**src/verilog/junction_pkg.sv**
```systemverilog
// shared types and constants for the junction route signal logic
// assumes one clock domain and active-low occupancy wires throughout
package junction_pkg;

  // ****************************************
  // wire levels and route codes
  // ****************************************
  localparam logic ACTIVE_N = 1'b0;
  localparam logic IDLE_N = 1'b1;
  localparam logic ROUTE_MAIN = 1'b0;
  localparam logic ROUTE_DIV = 1'b1;
  localparam logic AD_LOW = 1'b0;
  localparam logic AD_HIGH = 1'b1;
  localparam int SYNC_STAGES = 2;

  // ****************************************
  // aspects and bus bundles
  // ****************************************
  typedef enum logic [1:0] {
    ASPECT_STOP = 2'b00,
    ASPECT_APPROACH = 2'b01,
    ASPECT_CLEAR = 2'b10
  } aspect_e;

  // wires arriving on one end of the node
  typedef struct packed {
    logic approach_n;
    logic adv_approach_n;
    logic ad;
  } end_in_s;

  // wires leaving one end of the node
  typedef struct packed {
    logic approach_out_n;
    logic adv_approach_out_n;
    logic ad;
  } end_out_s;

  // synchroniser bundle: turnout, three detectors, three ends
  localparam int SYNC_W = 13;
  localparam logic [SYNC_W-1:0] SYNC_RST = 13'h0fb6;
  localparam end_out_s END_OUT_IDLE = '{IDLE_N, IDLE_N, AD_LOW};

endpackage

```
**src/verilog/sync_bank.sv**
```systemverilog
// bank of two-stage synchronisers, one per bit
// assumes inputs are slow levels; clock enable freezes both stages
`timescale 1ns/100ps
`default_nettype none
module sync_bank #(
  parameter int WIDTH = 1,
  parameter logic [WIDTH-1:0] RST_VAL = '0
) (
  input wire logic clk,
  input wire logic srst,
  input wire logic ce,
  input wire logic [WIDTH-1:0] din,
  output var logic [WIDTH-1:0] dout
);

  // ****************************************
  // per-bit flop pairs
  // ****************************************
  // stage one feeds only stage two, never any logic
  genvar i;
  generate
    for (i = 0; i < WIDTH; i++) begin : g_bit
      logic meta;
      always_ff @(posedge clk) begin
        if (srst) begin
          meta <= RST_VAL[i];
          dout[i] <= RST_VAL[i];
        end else if (ce) begin
          meta <= din[i];
          dout[i] <= meta;
        end
      end
    end
  endgenerate

endmodule
`default_nettype wire

```
**src/verilog/junction_route_signal_logic.sv**
```systemverilog
// junction node: trunk splits into main and diverging routes
// assumes srst and ce are levels on clk, other inputs slow levels; outputs are registered
//
// How it works
// - ad high only when diverging, no trains
// - ad leaves on the trunk end only
// - received ad is terminated, never forwarded
// - ad from both directions shown separately
// - diverging forces trunk approach out low
// - branch approach outs never get that force
// - branch block occupied forces ad low
// - turnout picks which branch joins trunk
// - only one branch joined at any time
// - unselected branch signal forced to stop
// - diverging: upper stop, lower clear if free
// - occupancy is active low wired-or
`timescale 1ns/100ps
`default_nettype none
module junction_route_signal_logic (
  input wire logic clk,
  input wire logic srst,
  input wire logic ce,
  input wire logic turnout_div,
  input wire logic trunk_occ_n,
  input wire logic main_occ_n,
  input wire logic div_occ_n,
  input wire junction_pkg::end_in_s trunk_in,
  input wire junction_pkg::end_in_s main_in,
  input wire junction_pkg::end_in_s div_in,
  output junction_pkg::end_out_s trunk_out,
  output junction_pkg::end_out_s main_out,
  output junction_pkg::end_out_s div_out,
  output junction_pkg::aspect_e head_upper,
  output junction_pkg::aspect_e head_lower,
  output junction_pkg::aspect_e main_head,
  output junction_pkg::aspect_e div_head,
  output var logic ad_seen_trunk,
  output var logic ad_seen_branch
);
  import junction_pkg::*;

  // ****************************************
  // input synchronisation
  // ****************************************
  logic [SYNC_W-1:0] raw;
  logic [SYNC_W-1:0] synced;
  logic s_turn;
  logic s_trunk_occ_n;
  logic s_main_occ_n;
  logic s_div_occ_n;
  end_in_s s_trunk_in;
  end_in_s s_main_in;
  end_in_s s_div_in;

  assign raw = {turnout_div, trunk_occ_n, main_occ_n, div_occ_n,
                trunk_in, main_in, div_in};

  // turnout and detectors are asynchronous to clk
  sync_bank #(
    .WIDTH(SYNC_W),
    .RST_VAL(SYNC_RST)
  ) u_sync (
    .clk(clk),
    .srst(srst),
    .ce(ce),
    .din(raw),
    .dout(synced)
  );

  assign {s_turn, s_trunk_occ_n, s_main_occ_n, s_div_occ_n,
          s_trunk_in, s_main_in, s_div_in} = synced;

  // ****************************************
  // route selection
  // ****************************************
  logic sel_div;
  logic sel_occ_n;
  logic all_clear;
  end_in_s sel_in;

  assign sel_div = (s_turn == ROUTE_DIV);
  // one mux select: the trunk can never join both branches
  assign sel_occ_n = sel_div ? s_div_occ_n : s_main_occ_n;
  assign sel_in = sel_div ? s_div_in : s_main_in;
  // detectors are wired-or, released means idle
  assign all_clear = (s_trunk_occ_n == IDLE_N) &&
                     (s_main_occ_n == IDLE_N) &&
                     (s_div_occ_n == IDLE_N);

  // ****************************************
  // bus outputs
  // ****************************************
  end_out_s next_trunk_out;
  end_out_s next_main_out;
  end_out_s next_div_out;
  end_out_s joined_out;

  // pretend occupied so a plain display node still warns
  assign next_trunk_out.approach_out_n =
    sel_div ? ACTIVE_N : sel_occ_n;
  assign next_trunk_out.adv_approach_out_n = sel_in.approach_n;
  assign next_trunk_out.ad =
    (sel_div && all_clear) ? AD_HIGH : AD_LOW;

  // branch side sees the trunk only when joined, never forced
  assign joined_out.approach_out_n = s_trunk_occ_n;
  assign joined_out.adv_approach_out_n = s_trunk_in.approach_n;
  assign joined_out.ad = AD_LOW;
  assign next_main_out = sel_div ? END_OUT_IDLE : joined_out;
  assign next_div_out = sel_div ? joined_out : END_OUT_IDLE;

  // ****************************************
  // signal heads
  // ****************************************
  function automatic aspect_e pick(input logic forced, input logic occ_n,
                                   input logic appr_n);
    aspect_e a;
    a = ASPECT_CLEAR;
    if (forced || occ_n == ACTIVE_N) begin
      a = ASPECT_STOP;
    end else if (appr_n == ACTIVE_N) begin
      a = ASPECT_APPROACH;
    end
    return a;
  endfunction

  aspect_e next_upper;
  aspect_e next_lower;
  aspect_e next_main_head;
  aspect_e next_div_head;

  assign next_upper =
    pick(sel_div, s_main_occ_n, s_main_in.approach_n);
  // lower head never shows approach, only clear when free
  assign next_lower = pick(!sel_div, s_div_occ_n, IDLE_N);
  assign next_main_head =
    pick(sel_div, s_trunk_occ_n, s_trunk_in.approach_n);
  assign next_div_head =
    pick(!sel_div, s_trunk_occ_n, s_trunk_in.approach_n);

  // ****************************************
  // output registers
  // ****************************************
  always_ff @(posedge clk) begin
    if (srst) begin
      trunk_out <= END_OUT_IDLE;
      main_out <= END_OUT_IDLE;
      div_out <= END_OUT_IDLE;
    end else if (ce) begin
      trunk_out <= next_trunk_out;
      main_out <= next_main_out;
      div_out <= next_div_out;
    end
  end

  always_ff @(posedge clk) begin
    if (srst) begin
      head_upper <= ASPECT_STOP;
      head_lower <= ASPECT_STOP;
      main_head <= ASPECT_STOP;
      div_head <= ASPECT_STOP;
    end else if (ce) begin
      head_upper <= next_upper;
      head_lower <= next_lower;
      main_head <= next_main_head;
      div_head <= next_div_head;
    end
  end

  // terminated here: each direction gets its own indication
  always_ff @(posedge clk) begin
    if (srst) begin
      ad_seen_trunk <= AD_LOW;
      ad_seen_branch <= AD_LOW;
    end else if (ce) begin
      ad_seen_trunk <= s_trunk_in.ad;
      ad_seen_branch <= sel_in.ad;
    end
  end
endmodule
`default_nettype wire

```
**config.mk**
```make
export PLATFORM = sky130hd
export DESIGN_NAME = junction_route_signal_logic
export DESIGN_NICKNAME = d
export VERILOG_FILES = /design/src/verilog/junction_pkg.sv /design/src/verilog/sync_bank.sv /design/src/verilog/junction_route_signal_logic.sv
export SDC_FILE = /design/constraint.sdc
export NUM_CORES = 1
export LEC_CHECK = 0
export BUFFER_PORTS_ARGS = -buffer_cell sky130_fd_sc_hd__buf_2
export CAP_MARGIN = 20
export CORE_ASPECT_RATIO = 0.9
export CORE_UTILIZATION = 51
export DETAILED_ROUTE_END_ITERATION = 12
export PLACE_DENSITY_LB_ADDON = 0.2
export SYNTH_ARGS = -nofsm -noshare
export SYNTH_HDL_FRONTEND = slang
export SYNTH_SLANG_ARGS = --single-unit
```
**constraint.sdc**
```tcl
create_clock -name clk -period 1.4 [get_ports clk]
set_clock_uncertainty 0.2 [all_clocks]
set_input_delay 0.21 -clock clk [delete_from_list [all_inputs] [get_ports clk]]
set_output_delay 0.21 -clock clk [all_outputs]
set_load 0.01 [all_outputs]
```
== Word-level counts from Yosys, hierarchy flattened ==
Cells that the tools add are included.

* Bits in registers: 43
* Latch bits: 0
* Bits in writable memories: 0
* ROM bits: 0
* Input bits: 16
* Output and inout port bits: 19
* Word-level logic and storage cells: 61
* Memories kept: 0

* Add/subtract/negate cells: 0
* Multiply operators: 0
* Div/mod/pow operators: 0
* $lt $le $gt $ge: 0
* Equal/unequal tests: 0
* Shift operators: 0
* Multiplexer cells: 11
* Bitwise operators: 3
* Reductions and logical operators: 8

{| class="wikitable"
|+ Operators with widths
! kind !! number
|-
| $mux 2 || 6
|-
| $mux 3 || 3
|-
| $logic_or 1x1->1 || 4
|-
| $logic_and 1x1->1 || 3
|-
| $not 1->1 || 3
|-
| $mux 1 || 2
|-
| $logic_not 1->1 || 1
|}

== Logic depth before layout (Yosys ltp) ==
* Depth in word-level cells: 4
* Gate-level depth with buffers: 5
* Gate-level depth less buffers: 2

== Modules after synthesis ==
Synthesis repeated with hierarchy kept, for this count alone.

* Cell total of the unflattened synthesis: 159
* Area total of the unflattened synthesis: 1701.6 µm²

{| class="wikitable"
|+ Modules (own cells, without submodules)
! module !! instances !! cells an instance !! area an instance (µm²) !! seq. area each (µm²)
|-
| sync_bank || 1 || 85 || 963.4 || 520.5
|-
| junction_route_signal_logic || 1 || 74 || 738.2 || 320.3
|}

== Worst setup path after synthesis ==
Ideal clock, no wire load.

* Path kind: flip-flop to flip-flop
* Start: register u_sync.dout[12]
* End: register main_head[1]
* Setup time: 0.070 ns
* Data arrival time: 0.824 ns
* Required time: 1.130 ns
* Path slack: 0.306 ns
* Stages on the path, launching flop included: 5
* Path buffers: 2
* Clock period less this slack: 1.094 ns
* Cells stage by stage: dfxtp_1 > buf_2 > buf_6 > nand4b_1 > a21oi_1

* Cells in the longest elaborated chain, start to end: 2

{| class="wikitable"
|+ Ends and longest elaborated chain
! element !! line !! text
|-
| start, declared || sync_bank.sv:13 || <nowiki>output var logic [WIDTH-1:0] dout</nowiki>
|-
| start signal, assigned by index || sync_bank.sv:27 || <nowiki>dout[i] <= RST_VAL[i];</nowiki>
|-
| start signal, assigned by index || sync_bank.sv:30 || <nowiki>dout[i] <= meta;</nowiki>
|-
| $logic_or 1x1->1 || junction_route_signal_logic.sv:119 || <nowiki>if (forced || occ_n == ACTIVE_N) begin</nowiki>
|-
| $mux 2 || junction_route_signal_logic.sv:119 ||
|-
| end signal, assigned || junction_route_signal_logic.sv:165 || <nowiki>main_head <= next_main_head;</nowiki>
|-
| end, declared || junction_route_signal_logic.sv:35 || <nowiki>output junction_pkg::aspect_e main_head,</nowiki>
|}

No other way between the ends.
A chain may end at the register's enable or synchronous reset.

== Final worst setup path ==
* Start: register main_head[0]
* End: output port main_head[0]

No word-level cell between the ends.

==> metrics.md <==
| Metric | Value |
|---|---|
| Detailed Route WL | about 2400 microns |
| Port bufs | 28 |
| Critical path capture point type | output pin |
| Die area | 3015 sq um |
| Number of global-route vias before repair | 906 |
| Initial Util | between 50% and 60% |
| Largest net degree at the start of global routing | 30 |
| Final Max Tran Viols | 0 |
| Ys flop type | dfxtp_1 |
| Crit path DAT | 820 ps |
| Share of layout cells above drive strength 1 | 22.91% |
| Failing checks | design-rule violations |
| Nets | about 190 |
| RSZ-0062 raised after global routing | no |
| Netlist Area Pre-Place | 1428 sq um |
| Iteration-0 DRC Markers | 33 |
| P per Cell Area | between 1000 and 1500 nW/um^2 |
| Critical path's top delay family | flip-flops |
| N_diodes | 0 |
| # IOs | 35 |
| Setup TNS | 0 ps |
| Crit path launch type | flop |
| DP Worst Slack | between 200 and 250 ps |
| Min-delay worst type | in -> reg |
| Asr flop ratio synth | 0% |
| Aggregate global routing overflow | 0 |
| Yosys reg bits | 36 |
| Most instantiated library cell after synthesis | dfxtp_1 |
| Pleak | 0.7811 nW |
| Die Wd | 57.77 microns |
| CTS Buf Count | 5 |
| Clock Latency Late Sink | between 300 and 400 ps |
| GRT Util Overall | 17.94% |
| Synth cell types | 27 |
| Post-cts repair resize count | 0 |
| Final Util | 68.58% |
| Clk root buf | clkbuf_4 |
| Buf+Inv Stages, Crit Path | 1 |
| Remaining DRCs | 2 |
| Wire per inst | approximately 12 microns |
| Routability-driven placement congestion ratio | 0.7526 |
| Maximum fanout along the worst path | 2 |
| Ranking of synthesized cells by area | dfxtp_1 50%, mux2i_1 16%, nand2b_1 3.9%, nand2_1 3.4%, nor2_1 3.4% |
| Max-cap violations | 0 |
| Core ar. | 2552 sq um |
| Synth area leader | dfxtp_1 |
| Area grow syn2layout | 22.61% |
| Clock transition at the registers of the reported paths | 110 ps |
| Dpl cells | 189 |
| CTS tree | yes |
| Number of synthesized flops with an enable pin | 0 |
| # H-tree levels | 2 |
| Syn Area/Cell | roughly 10 sq um |
| Final ANT Viol Nets | 0 |
| Post-CTS setup buffers | 0 |
| Tmin final | 1233 ps |
| CTS Sinks | 36 |
| Cell Chain, Critical Path | buf_2 |
| Sequential element share of the synthesized area | 50.48% |
| Rows | 17 |
| CP Class | reg -> out |
| Half-perimeter wire length after placement | 1573 microns |
| Chip Height | ~52 microns |
| Initial antenna violation count | 0 |
| Final hold violations | 0 |
| Post-DR vias/cell | 5.242 |
| Final setup violation count | 0 |
| Share of the synthesized area in the top cell type | 50.48% |
| First-pass GRT wire length | 3995 microns |
| Synth Instances | 140 |
| F_max | roughly 800 MHz |
| Final non-filler cell total | 207 |
| YS warnings | 0 |
| Worst VDD drop | 0.6087 mV |
| Slowest-stage cell, CP | dfxtp_1 |
| Data required time of the worst path | 990 ps |
| Status | finished, violations left |
| Fillers | 218 |
| Via count | between 1000 and 1500 |
| Clock Tree Buf Depth | 2 |
| Final period util | between 80% and 90% |
| Largest stage delay on the critical path | 360 ps |
| 1st-pass router iterations | 8 |
| Final WS setup | 166.5 ps |
| Synth cell count leaders | 36 x dfxtp_1, 23 x mux2i_1, 13 x nand2_1, 13 x nor2_1, 9 x nand2b_1 |
| Min Hold Slack | slightly above 70 ps |
==> layer usage <==
layer	vias to the layer above	part of all wire, %	global-route usage, %
met3	4	5.2	6.173
met4	0	1.7	9.524
met5	-	0	0
met1	506	46	22.50
met2	30	47	27.33
li1	545	-	-
==> registers in the layout, indices dropped and copies added (netlist names) <==
signal and flops:
trunk_out 3, head_lower 1, div_head 2, main_head 2, ad_seen_trunk 1, head_upper 2
ad_seen_branch 1, main_out 2, u_sync.g_bit.meta 10, u_sync.dout 10, div_out 2
==> final cells by class <==
cell class	instances	area (sq um)	area share, %
flip-flops and latches	36	720.7	41.17
multi-input cells	90	589.3	33.67
repair buffers	43	302.8	17.30
clock buffers	7	65.06	3.717
well taps	28	35.03	2.001
clock inverters	1	30.03	1.716
inverters	2	7.507	0.4289
==> logic make-up (layout without fill, tap and decap cells) <==
| group | Yosys count | in the layout | synth area share, % |
|---|---|---|---|
| DFF | 36 | 36 | 50.48 |
| muxes | 23 | 23 | 16.13 |
| AOI/OAI and AO/OA | 14 | 14 | 5.434 |
| other | 1 | 3 | 0.2627 |
| and+or+nand+nor | 50 | 50 | 18.93 |
| buffers and inverters | 16 | 53 | 8.764 |
==> report_power, final <==
group / internal, mW / switching, mW / leakage [nW] / total (mW)
clock network: 0.474 / 0.321 / 0.0515 / 0.795
registers: 1.06 / 0.0254 / 0.295 / 1.09
logic: 0.106 / 0.0935 / 0.435 / 0.200
total: 1.65 / 0.440 / 0.781 / 2.08
==> worst paths after layout <==
kind / startpoint / end / slack, ps / cells after the start
worst max-delay path: main_head[0]$_SDFFE_PP0P_ / main_head[0] / 170 / 1
worst min register to register: main_head[1]$_SDFFE_PP0P_ / main_head[1]$_SDFFE_PP0P_ / 270 / 2
worst min-delay path: srst / u_sync.dout[9]$_SDFFE_PP1P_ / 70 / 3
worst max register to register: u_sync.dout[12]$_SDFFE_PP0P_ / main_out[1]$_SDFFE_PP1P_ / 190 / 3
==> per-stage QoR <==
stage | total power, mW | instance area, sq um
4_1_cts | 2.105 | 1750
2_1_floorplan | 1.250 | 1435
5_1_grt | 2.169 | 1750
6_report | 2.085 | 1750
3_3_place_gp | 1.286 | 1555
3_5_place_dp | 1.291 | 1555
==> layout by cell type, fill, tap and decap left out, types with 3 or more instances in the layout <==
cell type	synthesis	layout
nand2b_1	9	9
buf_2	3	28
conb_1	1	3
mux2i_1	23	23
nor2_1	13	13
dlygate4sd3_1	0	10
clkbuf_4	0	5
dfxtp_1	36	36
a21oi_1	7	7
nand3_1	3	3
nand2_1	13	13
buf_4	4	3
nand4b_1	4	4
==> what timing repair did <==
action                     4_1_cts  5_1_grt
hold endpoints to repair        10        0
setup endpoints to repair        0        0
hold buffers                    10        0
No activity file was read; power rests on OpenSTA's default activity.
